## config.mk

```make
export PLATFORM = sky130hd
export DESIGN_NAME = pic_ctrl
export DESIGN_NICKNAME = d
export VERILOG_FILES = /design/src/rtl/pic_pkg.sv /design/src/rtl/pic_ctrl.sv
export VERILOG_INCLUDE_DIRS = /design/src /design/src/rtl
export SDC_FILE = /design/constraint.sdc
export NUM_CORES = 1
export LEC_CHECK = 0
export BUFFER_PORTS_ARGS = -buffer_cell sky130_fd_sc_hd__buf_4
export CAP_MARGIN = 20
export CELL_PAD_IN_SITES_DETAIL_PLACEMENT = 2
export CELL_PAD_IN_SITES_GLOBAL_PLACEMENT = 2
export CORE_AREA = 2 2 267 269
export DETAILED_ROUTE_END_ITERATION = 7
export DIE_AREA = 0 0 269 271
export HOLD_SLACK_MARGIN = 0.08
export PLACE_DENSITY_LB_ADDON = 0.1
export RECOVER_POWER = 25
export SETUP_SLACK_MARGIN = 0.5
export SLEW_MARGIN = 25
export SYNTH_ARGS = -nofsm -noshare
export SYNTH_HDL_FRONTEND = slang
export SYNTH_SLANG_ARGS = --single-unit
```

## constraint.sdc

```tcl
create_clock -name ref_clk -period 85.1 [get_ports ref_clk]
set_input_delay 17.02 -clock ref_clk [delete_from_list [all_inputs] [get_ports ref_clk]]
set_output_delay 17.02 -clock ref_clk [all_outputs]
set_load 0.03 [all_outputs]
```

## src/rtl/pic_params.svh

```systemverilog
// Constants for the prioritising interrupt controller.
// Assumes one 100 MHz clock and APB byte addresses in the low 8 bits.
`ifndef PIC_PARAMS_SVH
`define PIC_PARAMS_SVH
`define PIC_NSRC 80
`define PIC_NIPC 17
`define PIC_FIRST_VEC 7'h08
`define PIC_IVT_BASE 24'h000004
`define PIC_ALT_OFS 24'h000100
`define PIC_RESV_MASK 80'h3181_19FF_9FE0_0020_8000
`define PIC_EXT1_POS 20
`define PIC_EXT2_POS 29
`define PIC_CON1_OFS 8'h00
`define PIC_CON2_OFS 8'h04
`define PIC_IFS_OFS 8'h10
`define PIC_IEC_OFS 8'h30
`define PIC_IPC_OFS 8'h50
`define PIC_PEND_OFS 8'hA0
`define PIC_SR_OFS 8'hC0
`define PIC_CORE_OFS 8'hC4
`define PIC_CON1_MASK 16'hFFFE
`define PIC_CON2_MASK 16'h8007
`define PIC_CORE_MASK 16'h1FF7
`define PIC_CORE_RST 16'h0020
`define PIC_NEST_BIT 15
`define PIC_ALT_BIT 15
`define PIC_DISI_BIT 14
`define PIC_TOP_BIT 3
`define PIC_IPL_LSB 5
`define PIC_LEVEL_USER_MAX 4'h7
`endif

```

## src/rtl/pic_pkg.sv

```systemverilog
// Types shared by the interrupt controller and its surroundings.
// Assumes the constants header is on the include path.
package pic_pkg;
  typedef struct packed {
    logic oscFail;
    logic stackErr;
    logic addrErr;
    logic dmaErr;
    logic divZero;
    logic shiftErr;
    logic accBCat;
    logic accACat;
    logic accBOvf;
    logic accAOvf;
  } pic_trap_s;

  typedef struct packed {
    logic irqAck;
    logic trapExit;
    logic disiActive;
  } pic_core_s;

  typedef struct packed {
    logic reqValid;
    logic [6:0] vecNum;
    logic [3:0] level;
    logic [23:0] vecAddr;
  } pic_pend_s;
endpackage : pic_pkg

```

## src/rtl/pic_ctrl.sv

```systemverilog
// Prioritising interrupt controller with APB register access.
// Assumes source pulses and pins are synchronous to ref_clk.
`timescale 1ns/1ns
`include "pic_params.svh"
module pic_ctrl
  import pic_pkg::*;
(
  input wire logic ref_clk,
  input wire logic rstn,
  input wire logic psel,
  input wire logic penable,
  input wire logic pwrite,
  input wire logic [7:0] paddr,
  input wire logic [31:0] pwdata,
  output logic [31:0] prdata,
  output logic pready,
  output logic pslverr,
  input wire logic [`PIC_NSRC-1:0] srcReq,
  input wire logic [2:0] extReq,
  input wire pic_trap_s trapEv,
  input wire pic_core_s coreIn,
  output pic_pend_s pendOut,
  output logic [3:0] cpuLevel,
  output logic altTable
);
  localparam int NSRC = `PIC_NSRC;
  localparam logic [NSRC-1:0] RESV = `PIC_RESV_MASK;

  logic pready_q;
  logic pslverr_q;
  logic [31:0] prdata_q;
  logic [NSRC-1:0] flag_q;
  logic [NSRC-1:0] enable_q;
  logic [2:0] prio_q [NSRC];
  logic [15:0] con1_q;
  logic [15:0] con2_q;
  logic [15:0] core_q;
  logic [2:0] iplLow_q;
  logic iplTop_q;
  logic [2:0] extPrev_q;
  pic_pend_s pend_q;

  function automatic logic regHit(input logic [7:0] a,
                                  input logic [7:0] base, input int idx);
    regHit = (a == base + 8'(idx * 4));
  endfunction : regHit

  // Three of the twenty priority groups hold only reserved slots
  function automatic int ipcGroup(input int k);
    if (k < 10)
      ipcGroup = k;
    else if (k == 10)
      ipcGroup = 11;
    else
      ipcGroup = k + 3;
  endfunction : ipcGroup

  logic wrEn;
  logic rdEn;
  assign wrEn = psel & penable & pready_q & pwrite;
  assign rdEn = psel & penable & ~pready_q;

  // APB slave: one wait state, answer data taken from flops
  always_ff @(posedge ref_clk or negedge rstn) begin
    if (!rstn)
      pready_q <= 1'b0;
    else
      pready_q <= psel & penable & ~pready_q;
  end

  logic [31:0] rdData;
  logic rdErr;
  always_comb begin
    rdData = 32'h0000_0000;
    rdErr = 1'b1;
    if (regHit(paddr, `PIC_CON1_OFS, 0)) begin
      rdData[15:0] = con1_q;
      rdErr = 1'b0;
    end
    if (regHit(paddr, `PIC_CON2_OFS, 0)) begin
      rdData[15:0] = con2_q;
      rdErr = 1'b0;
    end
    for (int w = 0; w < NSRC / 16; w++) begin
      if (regHit(paddr, `PIC_IFS_OFS, w)) begin
        rdData[15:0] = flag_q[w*16 +: 16];
        rdErr = 1'b0;
      end
      if (regHit(paddr, `PIC_IEC_OFS, w)) begin
        rdData[15:0] = enable_q[w*16 +: 16];
        rdErr = 1'b0;
      end
    end
    for (int k = 0; k < `PIC_NIPC; k++) begin
      if (regHit(paddr, `PIC_IPC_OFS, k)) begin
        for (int j = 0; j < 4; j++)
          rdData[j*4 +: 3] = prio_q[ipcGroup(k)*4 + j];
        rdErr = 1'b0;
      end
    end
    if (regHit(paddr, `PIC_PEND_OFS, 0)) begin
      rdData[6:0] = pend_q.vecNum;
      rdData[11:8] = pend_q.level;
      rdErr = 1'b0;
    end
    if (regHit(paddr, `PIC_SR_OFS, 0)) begin
      rdData[`PIC_IPL_LSB +: 3] = iplLow_q;
      rdErr = 1'b0;
    end
    if (regHit(paddr, `PIC_CORE_OFS, 0)) begin
      rdData[15:0] = core_q;
      rdData[`PIC_TOP_BIT] = iplTop_q;
      rdErr = 1'b0;
    end
  end

  always_ff @(posedge ref_clk or negedge rstn) begin
    if (!rstn) begin
      prdata_q <= 32'h0000_0000;
      pslverr_q <= 1'b0;
    end else begin
      prdata_q <= rdEn ? rdData : 32'h0000_0000;
      pslverr_q <= rdEn & rdErr;
    end
  end

  // External request edges, polarity from control two bits 2:0
  logic [2:0] extEdge;
  always_comb begin
    for (int e = 0; e < 3; e++)
      extEdge[e] = con2_q[e] ? (extPrev_q[e] & ~extReq[e])
                             : (~extPrev_q[e] & extReq[e]);
  end

  always_ff @(posedge ref_clk or negedge rstn) begin
    if (!rstn)
      extPrev_q <= 3'h0;
    else
      extPrev_q <= extReq;
  end

  logic [NSRC-1:0] srcSet;
  always_comb begin
    srcSet = srcReq;
    srcSet[0] = srcReq[0] | extEdge[0];
    srcSet[`PIC_EXT1_POS] = srcReq[`PIC_EXT1_POS] | extEdge[1];
    srcSet[`PIC_EXT2_POS] = srcReq[`PIC_EXT2_POS] | extEdge[2];
  end

  // Flag and enable words written as whole 16-bit registers
  logic [NSRC-1:0] flagBase;
  logic [NSRC-1:0] enableNext;
  always_comb begin
    flagBase = flag_q;
    enableNext = enable_q;
    for (int w = 0; w < NSRC / 16; w++) begin
      if (wrEn && regHit(paddr, `PIC_IFS_OFS, w))
        flagBase[w*16 +: 16] = pwdata[15:0];
      if (wrEn && regHit(paddr, `PIC_IEC_OFS, w))
        enableNext[w*16 +: 16] = pwdata[15:0];
    end
  end

  always_ff @(posedge ref_clk or negedge rstn) begin
    if (!rstn)
      flag_q <= '0;
    else
      flag_q <= (flagBase | srcSet) & ~RESV;
  end

  always_ff @(posedge ref_clk or negedge rstn) begin
    if (!rstn)
      enable_q <= '0;
    else
      enable_q <= enableNext & ~RESV;
  end

  // Priority fields, four per register in natural order
  genvar gk, gj;
  generate
    for (gk = 0; gk < `PIC_NIPC; gk++) begin : gIpc
      for (gj = 0; gj < 4; gj++) begin : gFld
        localparam int SI = ipcGroup(gk) * 4 + gj;
        always_ff @(posedge ref_clk or negedge rstn) begin
          if (!rstn)
            prio_q[SI] <= 3'h0;
          else if (RESV[SI])
            prio_q[SI] <= 3'h0;
          else if (wrEn && regHit(paddr, `PIC_IPC_OFS, gk))
            prio_q[SI] <= pwdata[gj*4 +: 3];
        end
      end
    end
    for (gk = 40; gk < 56; gk++) begin : gGap
      if (gk < 44 || gk > 47) begin : gRes
        always_ff @(posedge ref_clk or negedge rstn) begin
          if (!rstn)
            prio_q[gk] <= 3'h0;
          else
            prio_q[gk] <= 3'h0;
        end
      end
    end
  endgenerate

  // Trap flags; a math trap is any enabled accumulator cause, or a shift or divide cause
  logic ovaTrap;
  logic ovbTrap;
  logic covaTrap;
  logic covbTrap;
  logic mathTrap;
  logic anyTrap;
  logic [15:0] con1Set;
  assign ovaTrap = trapEv.accAOvf & con1_q[10];
  assign ovbTrap = trapEv.accBOvf & con1_q[9];
  assign covaTrap = trapEv.accACat & con1_q[8];
  assign covbTrap = trapEv.accBCat & con1_q[8];
  assign mathTrap = ovaTrap | ovbTrap | covaTrap | covbTrap |
                    trapEv.shiftErr | trapEv.divZero;
  assign anyTrap = mathTrap | trapEv.dmaErr | trapEv.addrErr |
                   trapEv.stackErr | trapEv.oscFail;

  always_comb begin
    con1Set = 16'h0000;
    con1Set[14] = ovaTrap;
    con1Set[13] = ovbTrap;
    con1Set[12] = covaTrap;
    con1Set[11] = covbTrap;
    con1Set[7] = trapEv.shiftErr;
    con1Set[6] = trapEv.divZero;
    con1Set[5] = trapEv.dmaErr;
    con1Set[4] = mathTrap;
    con1Set[3] = trapEv.addrErr;
    con1Set[2] = trapEv.stackErr;
    con1Set[1] = trapEv.oscFail;
  end

  always_ff @(posedge ref_clk or negedge rstn) begin
    if (!rstn)
      con1_q <= 16'h0000;
    else if (wrEn && regHit(paddr, `PIC_CON1_OFS, 0))
      con1_q <= (pwdata[15:0] | con1Set) & `PIC_CON1_MASK;
    else
      con1_q <= con1_q | con1Set;
  end

  // Control two: table select, live block-status bit, edge polarities
  always_ff @(posedge ref_clk or negedge rstn) begin
    if (!rstn)
      con2_q <= 16'h0000;
    else begin
      if (wrEn && regHit(paddr, `PIC_CON2_OFS, 0))
        con2_q <= pwdata[15:0] & `PIC_CON2_MASK;
      else
        con2_q <= con2_q & `PIC_CON2_MASK;
      con2_q[`PIC_DISI_BIT] <= coreIn.disiActive;
    end
  end

  // Top level bit: set by trap entry, ended only by the core
  always_ff @(posedge ref_clk or negedge rstn) begin
    if (!rstn)
      iplTop_q <= 1'b0;
    else if (anyTrap)
      iplTop_q <= 1'b1;
    else if (coreIn.trapExit)
      iplTop_q <= 1'b0;
  end

  always_ff @(posedge ref_clk or negedge rstn) begin
    if (!rstn)
      core_q <= `PIC_CORE_RST;
    else if (wrEn && regHit(paddr, `PIC_CORE_OFS, 0))
      core_q <= pwdata[15:0] & `PIC_CORE_MASK;
  end

  // Acknowledge raises the level; nesting disabled forces level 7
  always_ff @(posedge ref_clk or negedge rstn) begin
    if (!rstn)
      iplLow_q <= 3'h0;
    else if (coreIn.irqAck && pend_q.reqValid)
      iplLow_q <= con1_q[`PIC_NEST_BIT] ? 3'h7 : pend_q.level[2:0];
    else if (wrEn && regHit(paddr, `PIC_SR_OFS, 0) &&
             !con1_q[`PIC_NEST_BIT])
      iplLow_q <= pwdata[`PIC_IPL_LSB +: 3];
  end

  logic [3:0] curLevel;
  assign curLevel = {iplTop_q, iplLow_q};

  // Scan from the top so that ties fall to the lower vector
  logic found;
  logic [2:0] bestP;
  logic [6:0] bestI;
  always_comb begin
    found = 1'b0;
    bestP = 3'h0;
    bestI = 7'h00;
    for (int i = NSRC - 1; i >= 0; i--) begin
      if (flag_q[i] && enable_q[i] && !RESV[i] &&
          {1'b0, prio_q[i]} > curLevel && prio_q[i] >= bestP) begin
        found = 1'b1;
        bestP = prio_q[i];
        bestI = 7'(i);
      end
    end
  end

  logic [6:0] winVec;
  logic [23:0] winAddr;
  assign winVec = bestI + `PIC_FIRST_VEC;
  assign winAddr = `PIC_IVT_BASE + 24'({winVec, 1'b0}) +
                   (con2_q[`PIC_ALT_BIT] ? `PIC_ALT_OFS : 24'h000000);

  always_ff @(posedge ref_clk or negedge rstn) begin
    if (!rstn)
      pend_q <= '0;
    else begin
      pend_q.reqValid <= found;
      pend_q.vecNum <= found ? winVec : 7'h00;
      pend_q.level <= found ? {1'b0, bestP} : 4'h0;
      pend_q.vecAddr <= found ? winAddr : 24'h000000;
    end
  end

  // Level and table outputs registered so they come from flops
  logic [3:0] cpuLevel_q;
  logic altTable_q;
  always_ff @(posedge ref_clk or negedge rstn) begin
    if (!rstn) begin
      cpuLevel_q <= 4'h0;
      altTable_q <= 1'b0;
    end else begin
      cpuLevel_q <= curLevel;
      altTable_q <= con2_q[`PIC_ALT_BIT];
    end
  end

  assign prdata = prdata_q;
  assign pready = pready_q;
  assign pslverr = pslverr_q;
  assign pendOut = pend_q;
  assign cpuLevel = cpuLevel_q;
  assign altTable = altTable_q;

  logic wrIfs0;
  logic wrSr;
  logic wrCore;
  assign wrIfs0 = wrEn && regHit(paddr, `PIC_IFS_OFS, 0);
  assign wrSr = wrEn && regHit(paddr, `PIC_SR_OFS, 0);
  assign wrCore = wrEn && regHit(paddr, `PIC_CORE_OFS, 0);
endmodule : pic_ctrl

```

Word level (Yosys, flattened, before mapping). Cells that the tools add are included.

Register bits: 360. Latch bits: 0. RAM bits: 0. ROM bits: 0. Input port bits: 141. Output and inout port bits: 75. Logic and storage cells: 1150. Memories kept: 0.

Add/sub/neg operators: 54. Multipliers: 0. Divide/modulo/power cells: 0. Magnitude comparators: 174. Equality and inequality tests: 31. Shifts and indexed selects: 0. Multiplexer cells: 515. Bitwise gates (word level): 105. Reduce and logical (&&, ||, !) cells: 196.

Operators with widths (number): 32-bit by 8-bit greater-or-equal comparator with 1-bit output (second input constant) (68); 32-bit inverter (68); 3-bit binary-select mux with 7-bit select (68); 32-bit by 3-bit adder with 32-bit output (second input constant) (34); 3-bit 2-to-1 mux (262); 32-bit by 2-bit adder with 32-bit output (second input constant) (17); 30-bit 2-to-1 mux (17); 7-bit 2-to-1 mux (55); 16-bit 2-to-1 mux (20); 3-bit by 4-bit > comparator with 1-bit output (53); 1-bit logical AND (192); 3-bit greater-or-equal comparator (52); 8-bit by 7-bit equality test with 1-bit output (second input constant) (13); 1-bit 2-to-1 mux (90); 80-bit OR (1); 8-bit equality test (second input constant) (8); 8-bit by 6-bit equality test with 1-bit output (second input constant) (5); 8-bit by 5-bit equality test with 1-bit output (second input constant) (4); 16-bit by 15-bit OR with 16-bit output (2); 1-bit AND (15); 1-bit OR (12); 9-bit by 9-bit adder with 10-bit output (1); 10-bit 2-to-1 mux (1); 3-bit by 8-bit adder with 9-bit output (first input constant) (1); 9 further kinds (16).

Depth between registers and ports, before layout. Gate-level depths: netlist (run 1).

Depth in word-level cells: 164. Gate-level depth with buffers: 367.

Worst setup path before layout (run 1). No wires, ideal clock.

Kind: flip-flop to flip-flop. Start: register iplLow_q[2]. End: register pend_q (netlist bit pendOut[8]). Arrival time: 71.173 ns. Required time: 84.978 ns. Slack: 13.805 ns. Stages on the path, launching flop included: 359. Buffers on the path: 1. Period minus slack after synthesis: 71.295 ns. Path through: dfrtp_1 -> inv_1 -> ha_1 -> a21oi_1 -> nand2_1 -> and2_1 -> nand2_1 -> ha_1 -> o21ai_0 -> a21oi_1 -> o221ai_1 -> o21ai_0 -> ha_1 -> nand2b_1 -> maj3_2 -> maj3_2 -> o21ai_1 -> a21o_1 -> [... 323 more ...] -> o311ai_2 -> o21ai_1 -> ha_1 -> nand2b_1 -> a21o_1 -> a21oi_1 -> nor3_1 -> nor2_1 -> a21boi_0 -> inv_1 -> nor3_2 -> ha_1 -> nand2_1 -> o21ai_0 -> nand3_1 -> nor4_1 -> xnor2_1 -> nor2_1.

Longest elaborated chain between the ends: 164.

Ends and longest elaborated chain: start, declared (RTL line pic_ctrl.sv:38) `logic [2:0] iplLow_q;`; start signal, assigned (RTL line pic_ctrl.sv:282) `` iplLow_q <= con1_q[`PIC_NEST_BIT] ? 3'h7 : pend_q.level[2:0]; ``; start signal, assigned (RTL line pic_ctrl.sv:285) `` iplLow_q <= pwdata[`PIC_IPL_LSB +: 3]; ``; 3-bit by 4-bit > comparator with 1-bit output (RTL line pic_ctrl.sv:301) `{1'b0, prio_q[i]} > curLevel && prio_q[i] >= bestP) begin`; 1-bit logical AND (RTL line pic_ctrl.sv:300) `if (flag_q[i] && enable_q[i] && !RESV[i] &&`; 1-bit logical AND (RTL line pic_ctrl.sv:301); 3-bit 2-to-1 mux (RTL line pic_ctrl.sv:300); 3-bit greater-or-equal comparator (RTL line pic_ctrl.sv:301); 1-bit logical AND (RTL line pic_ctrl.sv:301); 3-bit 2-to-1 mux (RTL line pic_ctrl.sv:300); 3-bit greater-or-equal comparator (RTL line pic_ctrl.sv:301); [... 148 more ...]; 3-bit 2-to-1 mux (RTL line pic_ctrl.sv:300); 3-bit greater-or-equal comparator (RTL line pic_ctrl.sv:301); 1-bit logical AND (RTL line pic_ctrl.sv:301); 7-bit 2-to-1 mux (RTL line pic_ctrl.sv:300); 7-bit by 4-bit adder with 7-bit output (no source line); 3-bit by 8-bit adder with 9-bit output (no source line); 9-bit by 9-bit adder with 10-bit output (no source line); 10-bit 2-to-1 mux (*) (RTL line pic_ctrl.sv:322) `pend_q.vecAddr <= found ? winAddr : 24'h000000;`; end, declared (RTL line pic_ctrl.sv:41) `pic_pend_s pend_q;`.

Mark *: on every way between the ends. The rest lies on a longest branch, timed or not. A chain may end at the register's enable or synchronous reset.

Final worst setup path (run 1).
Start: register iplTop_q. End: register pend_q (netlist bit pendOut[8]).

Longest elaborated chain between the ends: 164.

Ends and longest elaborated chain: start, declared (RTL line pic_ctrl.sv:39) `logic iplTop_q;`; start signal, assigned (RTL line pic_ctrl.sv:263) `iplTop_q <= 1'b0;`; start signal, assigned (RTL line pic_ctrl.sv:265) `iplTop_q <= 1'b1;`; start signal, assigned (RTL line pic_ctrl.sv:267) `iplTop_q <= 1'b0;`; 3-bit by 4-bit > comparator with 1-bit output (RTL line pic_ctrl.sv:301); 1-bit logical AND (RTL line pic_ctrl.sv:300); 1-bit logical AND (RTL line pic_ctrl.sv:301); 3-bit 2-to-1 mux (RTL line pic_ctrl.sv:300); 3-bit greater-or-equal comparator (RTL line pic_ctrl.sv:301); 1-bit logical AND (RTL line pic_ctrl.sv:301); 3-bit 2-to-1 mux (RTL line pic_ctrl.sv:300); 3-bit greater-or-equal comparator (RTL line pic_ctrl.sv:301); [... 148 more ...]; 3-bit 2-to-1 mux (RTL line pic_ctrl.sv:300); 3-bit greater-or-equal comparator (RTL line pic_ctrl.sv:301); 1-bit logical AND (RTL line pic_ctrl.sv:301); 7-bit 2-to-1 mux (RTL line pic_ctrl.sv:300); 7-bit by 4-bit adder with 7-bit output (no source line); 3-bit by 8-bit adder with 9-bit output (no source line); 9-bit by 9-bit adder with 10-bit output (no source line); 10-bit 2-to-1 mux (*) (RTL line pic_ctrl.sv:322).

Marked as above.

==> results.toml, run 1 <==
[status]
status = "complete, but fails checks"
violations = "max-capacitance violations, max-slew violations"

[setup_path]
worst-setup-path-type = "reg2reg"
max_stage_delay_ns = 1.40
cp.required_ns = 85.56
start_kind = "flop"
end_kind = "flop"
arrival_ns = 80.10
slowest_stage = "clkbuf_1"
cp_common_cell = "ha_1"
cp_max_fo = 24

[route]
wl_um = 130000
viasPerCell = 6.35
drt_first_pass_iters = 6
ant_nets = 0
initialDrtViolationCount = 2072
via_count = 26400
drc = 0
wl_per_cell_um = 31.3

[yosys]
ys_types = 114
async_flop_share_pct = 100
synth_top_family_by_area = "simple AND/OR/NAND/NOR gates"
synth_edf_count = 0
synth_compound_area_share_pct = 19.4
synthAdderAreaFrac_pct = 12.2
synth_xor_area_share_pct = 0.250
ys.flop_type = "dfrtp_1"
synth_area_leaders = "dfrtp_1 32%, ha_1 11%, mux2_2 9.5%, nand2_1 6.1%, a21oi_1 2.6%"
ys_warn_count = 0
synth_top_cell_by_area = "dfrtp_1"
syn_inst = 3035
netlist_area_mm2 = 0.0270
synthDominantCellAreaShare_pct = 31.9
synth_simple_gate_area_share_pct = 20.7
synth_area_per_cell_um2 = 8.91
synth_mux_area_share_pct = 10.8
ys_seq_area_share_pct = 32.0
ys_seq_elements = 346

[layout]
num-nets-final = 3547
final_common_cell = "nand2_1"
final_cell_mix = "442 x nand2_1, 343 x dfrtp_1, 231 x ha_1"
drive_gt1_share_pct = 18.0
syn2layout_area_growth_pct = 13.4

[timing]
timing.slew.headroom_pct = -321
period_minus_slack_ns = 79.65
tns_ns = 0
finalSetupViolCount = 0
clock.fmax_mhz = 12.6
fin_skew_ns = 0.0256
fin_ws_ns = 5.45
finalCritPeriodShare_pct = 93.6
hold_viol = 0
rsz0062_at_grt = "false"
report.final.slew_viol_count = 264
worstMarginPinSlew_ns = 6.31

[clock_network]
numClockSinks = 346
cts_made_buffers = 42
cts_tree = "done"
clk_latency_ns = 0.60
cts_buffer_depth = 3
root_buffer = "clkbuf_16"
htreeDepth = 2
cts.clk_slew.worst_paths_ns = 0.06

[hold_path]
hold_path.class = "reg2reg"

[placement]
dp_hpwl_um = 98400
port_buffers = 140
place_ws_ns = 2.54
gp_congestion = 0.934

[power_and_ir_drop]
p_leak_nw = 13.8
p_total_mw = 0.382
p_per_area_mw_per_mm2 = 12.4
vdd.ir_drop.worst_uv = 15.1

[global_routing]
grt_pass1_vias = 28500
grt_usage_pct = 35.3
grt_max_degree = 109
overflow = 0
grt_pass1_wl_um = 191000
antenna_found_initial = 10

[floorplanning]
dieArea_mm2 = 0.0729
start_util_pct = 38.8
io_pins = 216
coreArea_mm2 = 0.0698
fp-row-count = 97
die_y_um = 271
die_w_um = 269

[job]
maxCapViolations = 5
-- metal layers --
metal | part of all wire [%] | vias up | wire (um) | track usage, %
met3 | 5.8 | 304 | 7550 | 4.29
met2 | 47 | 905 | 61400 | 59.0
met4 | 5.2 | 4 | 6730 | 15.7
li1 | - | 11400 | - | -
met1 | 42 | 13700 | 54100 | 45.5
met5 | 0.018 | - | 24 | 0
-- worst paths after layout --
check	startpoint	cells after the start	slack, ns	to
worst max-delay path	iplTop_q	353	5.45	pendOut[8]
worst max register to register	iplTop_q	353	5.45	pendOut[8]
worst min-delay path	con1_q[2]	2	0.50	con1_q[2]
max in group asynchronous	rstn	3	60.55	flag_q[65]
min in group asynchronous	rstn	1	18.78	prio_q[4]
worst min register to register	con1_q[2]	2	0.50	con1_q[2]
-- worst max-delay path, delay by kind of cell, from the launching register on --
family	cells	cell delay, ns
AO/OA/AOI/OAI	115	23.21
flip-flops	1	0.45
multiplexers	22	8.24
buffers and inverters	9	2.26
XOR/XNOR	1	0.17
adder cells (fa/ha/maj)	88	26.89
AND/OR/NAND/NOR	118	18.17
-- registers in the layout (all words and copies together), names as in the netlist, 4 cells and up --
name / count
prio_q: 159
enable_q: 53
flag_q: 53
pendOut: 19
prdata: 16
con1_q: 15
core_q: 12
con2_q: 5
cpuLevel: 4
-- layout make-up --
class | count | area, um2
fill | 7742 | 39100
multi-input combinational | 2426 | 17400
sequential | 346 | 8660
timing repair buffer | 190 | 1410
clock buffer | 58 | 1210
tap | 940 | 1180
inverter | 168 | 631
clock inverter | 18 | 199
antenna | 5 | 12.5
-- kinds of logic (layout without fill, tap and decap cells) --
family	count (synthesis)	after routing
simple gates	1132	1132
fa+ha+maj	272	272
mux	257	257
buf+inv	294	434
flops	346	346
compound gates	727	727
other cells	1	37
xor+xnor	6	6
-- cell usage after synthesis, types with 15 or more instances --
cell type and instances:
nand2_1 442, dfrtp_1 345, ha_1 232, mux2_2 227
nor2_1 170, inv_1 167, a21oi_1 140, o21ai_0 118
clkbuf_1 80, nand3_1 68, a21o_1 63, and3_1 63
nand2b_1 60, nor3_1 59, and2_1 54, nand3b_1 52
nor4_1 49, a31oi_1 41, maj3_1 38, nor2b_1 38
a22oi_1 37, buf_4 35, a221oi_1 26, o211ai_1 26
o22ai_1 24, a211oi_1 23, mux2i_1 22, o21a_1 21
o31ai_1 15
-- per-stage QoR --
stage,hold slack [ns],cells,cell area [um2],utilization [%]
after floorplan,0.349,3066,27200,-
after global placement,0.473,4057,29100,41.7
after detailed placement,0.479,4057,29100,41.7
after CTS,0.492,4133,30500,43.7
after global routing,0.530,4148,30700,44.0
final,0.505,4151,30700,44.0
-- report_power, final --
group          internal, mW  switching (mW)
combinational       0.00711          0.0193
clock                 0.109          0.0797
sequential            0.165         0.00115
-- repair_timing --
item | CTS | global route
setup endpoints to repair | 0 | 19
buffers inserted | 0 | 12
resized for setup | 0 | 29
hold buffers | 0 | 0
Note: power is estimated with default switching activity, not from simulation.
==> run 2, diff against run 1 <==
Settings changed: ABC_CLOCK_PERIOD_IN_PS set to 85100, BUFFER_PORTS_ARGS -buffer_cell sky130_fd_sc_hd__buf_4 to unset, CORE_AREA 2 2 267 269 to 2 2 260 262, DIE_AREA 0 0 269 271 to 0 0 262 264, DONT_BUFFER_PORTS set to 1.
==> results.toml, run 2 (synthesis results as in run 1) <==
[status]
status = "complete, but fails checks"
violations = "max-capacitance violations, max-slew violations"

[route]
via_count = 25900
drc = 0
viasPerCell = 6.58
ant_nets = 0
drt_first_pass_iters = 6
wl_um = 129000
wl_per_cell_um = 32.8
initialDrtViolationCount = 2160

[timing]
rsz0062_at_grt = "false"
hold_viol = 0
fin_ws_ns = 5.32
clock.fmax_mhz = 12.5
worstMarginPinSlew_ns = 4.45
fin_skew_ns = 0.0188
report.final.slew_viol_count = 54
tns_ns = 0
period_minus_slack_ns = 79.78
finalSetupViolCount = 0
finalCritPeriodShare_pct = 93.7
timing.slew.headroom_pct = -197
worst_hold_slack_ns = 0.475

[clock_network]
htreeDepth = 2
root_buffer = "clkbuf_16"
cts_made_buffers = 44
clk_latency_ns = 0.61
cts_hold_buf = 0
cts.clk_slew.worst_paths_ns = 0.06
cts_buffer_depth = 3
cts_tree = "done"
numClockSinks = 346

[placement]
port_buffers = 0
dp_hpwl_um = 96000
place_ws_ns = 1.86
gp_congestion = 0.957

[layout]
num-nets-final = 3396
final_common_cell = "nand2_1"
final_cell_mix = "442 x nand2_1, 344 x dfrtp_1, 232 x ha_1"
regArea_mm2 = 0.00866
num-fill-cells = 7344
largestRegisters = "prio_q x159, enable_q x53, flag_q x53"
multi_input_area_mm2 = 0.0174
top_register = "prio_q"
syn2layout_area_growth_pct = 9.39
largest_register_ffs = 159
drive_gt1_share_pct = 14.4
final_core_util_pct = 44.4

[setup_path]
worst-setup-path-type = "reg2reg"
slowest_stage = "dfrtp_1"
ff2ff_setup_slack_ns = 5.32
end_kind = "flop"
cp.required_ns = 85.58
max_stage_delay_ns = 0.48
start_kind = "flop"
path_buf_inv = 7
cp_max_fo = 10
cp_common_cell = "ha_1"
crit_family = "adder cells"
arrival_ns = 80.25

[floorplanning]
dieArea_mm2 = 0.0692
io_pins = 216
die_y_um = 264
fp-row-count = 95
start_util_pct = 40.6
coreArea_mm2 = 0.0666
die_w_um = 262

[hold_path]
hold_path.class = "reg2reg"

[global_routing]
antenna_found_initial = 22
grt_pass1_wl_um = 189000
overflow = 0
grt_max_degree = 347
grt_usage_pct = 37.0
grt_pass1_vias = 27700

[job]
maxCapViolations = 1

[power_and_ir_drop]
vdd.ir_drop.worst_uv = 16.6
p_leak_nw = 13.2
p_total_mw = 0.381
p_per_area_mw_per_mm2 = 12.9
==> run 2: metrics by stage <==
stage / cells / instance area (um2)
final: 3940 / 29600
after global routing: 3933 / 29600
after CTS: 3923 / 29400
after detailed placement: 3843 / 27900
after global placement: 3843 / 27900
after floorplan: 3066 / 27200
==> run 2: final timing paths <==
path / cells after the start / endpoint / from
worst max-delay path: 360 / pendOut[8] / iplLow_q[2]
worst min-delay path: 0 / cpuLevel[1] / iplLow_q[1]
worst max register to register: 360 / pendOut[8] / iplLow_q[2]
worst min register to register: 0 / cpuLevel[1] / iplLow_q[1]
max in group asynchronous: 0 / prio_q[190] / rstn
min in group asynchronous: 0 / prio_q[12] / rstn
==> run 2: timing repair <==
action	4_1_cts	5_1_grt
gates resized for setup	0	31
endpoints found under the setup margin	0	19
setup buffers	0	7
==> run 2: final cells by class <==
cell class / instances / share of cell area (%)
inverter: 168 / 2.13
sequential: 346 / 29.3
tap: 873 / 3.69
antenna: 10 / 0.0846
clock inverter: 26 / 1.10
clock buffer: 54 / 3.95
timing repair buffer: 37 / 0.926
multi-input combinational: 2426 / 58.8
==> run 2: layer usage <==
metal / part of all wire, % / track usage (%) / wire length (um) / vias up
met5: 0.051 / 0 / 66 / -
met2: 47 / 61.5 / 61300 / 873
met4: 5.2 / 17.1 / 6720 / 10
li1: - / - / - / 11100
met3: 5.9 / 5.59 / 7680 / 300
met1: 41 / 47.2 / 53400 / 13600
==> run 2: report_power, final <==
part / switching, mW / total (mW) / internal, mW
clock network: 0.0854 / 0.202 / 0.117
logic: 0.00800 / 0.0121 / 0.00407
registers: 0.00142 / 0.167 / 0.165
==> run 2: worst register-to-register path, delay by kind of cell, from the launching register on <==
family                   cells  cell delay [ns]
adder cells (fa/ha/maj)     91            27.98
AO/OA/AOI/OAI              118            24.15
multiplexers                21             7.75
AND/OR/NAND/NOR            122            18.43
XOR/XNOR                     1             0.16
flip-flops                   1             0.48
buffers and inverters        7             0.64
==> run 3, diff against run 2 <==
Settings changed: CORE_AREA 2 2 260 262 to 2 2 198 345, DIE_AREA 0 0 262 264 to 0 0 200 347.
==> results.toml, run 3 (synthesis results as in run 1) <==
[status]
status = "complete, but fails checks"
violations = "max-capacitance violations, max-slew violations"

[floorplanning]
fp-row-count = 125
coreArea_mm2 = 0.0665
die_y_um = 347
dieArea_mm2 = 0.0694
start_util_pct = 40.7
io_pins = 216
die_w_um = 200

[layout]
num-fill-cells = 7354
syn2layout_area_growth_pct = 9.81
stdcell_count = 3970
final_common_cell = "nand2_1"
final_core_util_pct = 44.7
drive_gt1_share_pct = 15.0
largest_register_ffs = 159
largestRegisters = "prio_q x159, enable_q x53, flag_q x53"
final_cell_mix = "441 x nand2_1, 343 x dfrtp_1, 231 x ha_1"
num-nets-final = 3402
top_register = "prio_q"

[setup_path]
slowest_stage = "dfrtp_1"
ff2ff_setup_slack_ns = 5.25
timing.rr.start = "iplLow_q[1]"
rr_endpoint = "pendOut[8]"
arrival_ns = 80.28
cp.required_ns = 85.53
end_kind = "flop"
rr_worst_depth = 360
start_kind = "flop"
cp_common_cell = "ha_1"
max_stage_delay_ns = 0.52
worst-setup-path-type = "reg2reg"
cp_max_fo = 38

[power_and_ir_drop]
vdd.ir_drop.worst_uv = 13.1
p_leak_nw = 13.2
p_per_area_mw_per_mm2 = 12.3
p_total_mw = 0.366

[route]
initialDrtViolationCount = 1545
wl_per_cell_um = 33.2
ant_nets = 0
drt_first_pass_iters = 6
via_count = 26000
wl_um = 132000
viasPerCell = 6.56
drc = 0

[clock_network]
numClockSinks = 346
cts.clk_slew.worst_paths_ns = 0.06
htreeDepth = 2
cts_made_buffers = 41
root_buffer = "clkbuf_16"
cts_buffer_depth = 3
clk_latency_ns = 0.59
cts_tree = "done"
cts_hold_buf = 0

[placement]
dp_cells = 3863
gp_congestion = 0.950
dp_hpwl_um = 100000
port_buffers = 0

[timing]
worstMarginPinSlew_ns = 2.45
finalCritPeriodShare_pct = 93.8
fin_skew_ns = 0.0249
tns_ns = 0
clock.fmax_mhz = 12.5
report.final.slew_viol_count = 34
timing.slew.headroom_pct = -63.4
rsz0062_at_grt = "false"
finalSetupViolCount = 0
period_minus_slack_ns = 79.85
hold_viol = 0

[global_routing]
overflow = 0
grt_max_degree = 347
antenna_found_initial = 25
grt_usage_pct = 37.7
grt_pass1_vias = 28400
grt_pass1_wl_um = 190000

[hold_path]
hold_path.class = "reg2reg"
worstHoldPathCells = 2
worstHoldStart = "con1_q[13]"
hold_end = "con1_q[13]"

[job]
maxCapViolations = 1
## run 3: cell types whose count changed in the layout (fill, tap and decap cells not counted), moves of 2 or more
cell       change
clkbuf_8       +7
diode_2       +12
clkbuf_1       -4
a211oi_2       +2
buf_4          +8
o21ai_2        +2
clkinv_2       -3
bufinv_16      -3
a211oi_1       -2
## run 3: metrics by stage
| stage | worst slack [ns] | hold WS [ns] | area [um2] |
|---|---|---|---|
| 4_1_cts | 0.570 | 0.515 | 29400 |
| 2_1_floorplan | 13.81 | 0.349 | 27200 |
| 3_3_place_gp | 3.26 | 0.476 | 27900 |
| 5_1_grt | 0.211 | 0.533 | 29700 |
| 3_5_place_dp | 0.155 | 0.493 | 28000 |
| 6_report | 5.25 | 0.520 | 29700 |
## run 3: report_power, final
group	internal, mW	total [mW]	switching [mW]
registers	0.165	0.167	0.00144
clock network	0.109	0.187	0.0783
logic	0.00410	0.0121	0.00795
## run 3: worst max path at each step
stage                     start          to  slack (ns)  cells after the start
floorplan           iplLow_q[2]  pendOut[8]       13.81                    358
global placement    iplLow_q[1]  pendOut[8]        3.26                    360
detailed placement  iplLow_q[1]  pendOut[8]        0.15                    361
CTS                 iplLow_q[1]  pendOut[8]        0.57                    361
global route        iplLow_q[1]  pendOut[8]        0.21                    361
finish              iplLow_q[1]  pendOut[8]        5.25                    360
## run 3: layout make-up
| type | instances | area (um2) | area share (%) |
|---|---|---|---|
| Antenna cell | 22 | 55.1 | 0.185 |
| Clock buffer | 55 | 1210 | 4.08 |
| Clock inverter | 18 | 183 | 0.615 |
| Inverter | 168 | 631 | 2.12 |
| Multi-Input combinational cell | 2426 | 17500 | 58.9 |
| Sequential cell | 346 | 8660 | 29.2 |
| Tap cell | 889 | 1110 | 3.75 |
| Timing Repair Buffer | 46 | 348 | 1.17 |
## run 3: per-layer routing
layer  track usage [%]  part of all wire [%]  up-vias  wire [um]
li1                  -                     -    11100          -
met1              38.6                    34    13500      44400
met2              66.9                    51      956      66900
met3              6.37                   6.0      443       7850
met4              30.0                   9.5        8      12600
met5                 0                 0.042        -         55
## run 3: repair_timing
item                       CTS  global route
setup endpoints to repair    9            19
pin swaps                    0             6
gates cloned                 0             0
gates resized for setup      5            43
setup buffers                0            12
## run 3: critical path, delay by kind of cell (launching register included)
kind | cells | cell delay, ns
AO/OA/AOI/OAI | 115 | 23.58
AND/OR/NAND/NOR | 123 | 18.52
flip-flops | 1 | 0.52
multiplexers | 21 | 7.70
XOR/XNOR | 1 | 0.16
buffers and inverters | 9 | 1.01
adder cells (fa/ha/maj) | 91 | 28.04
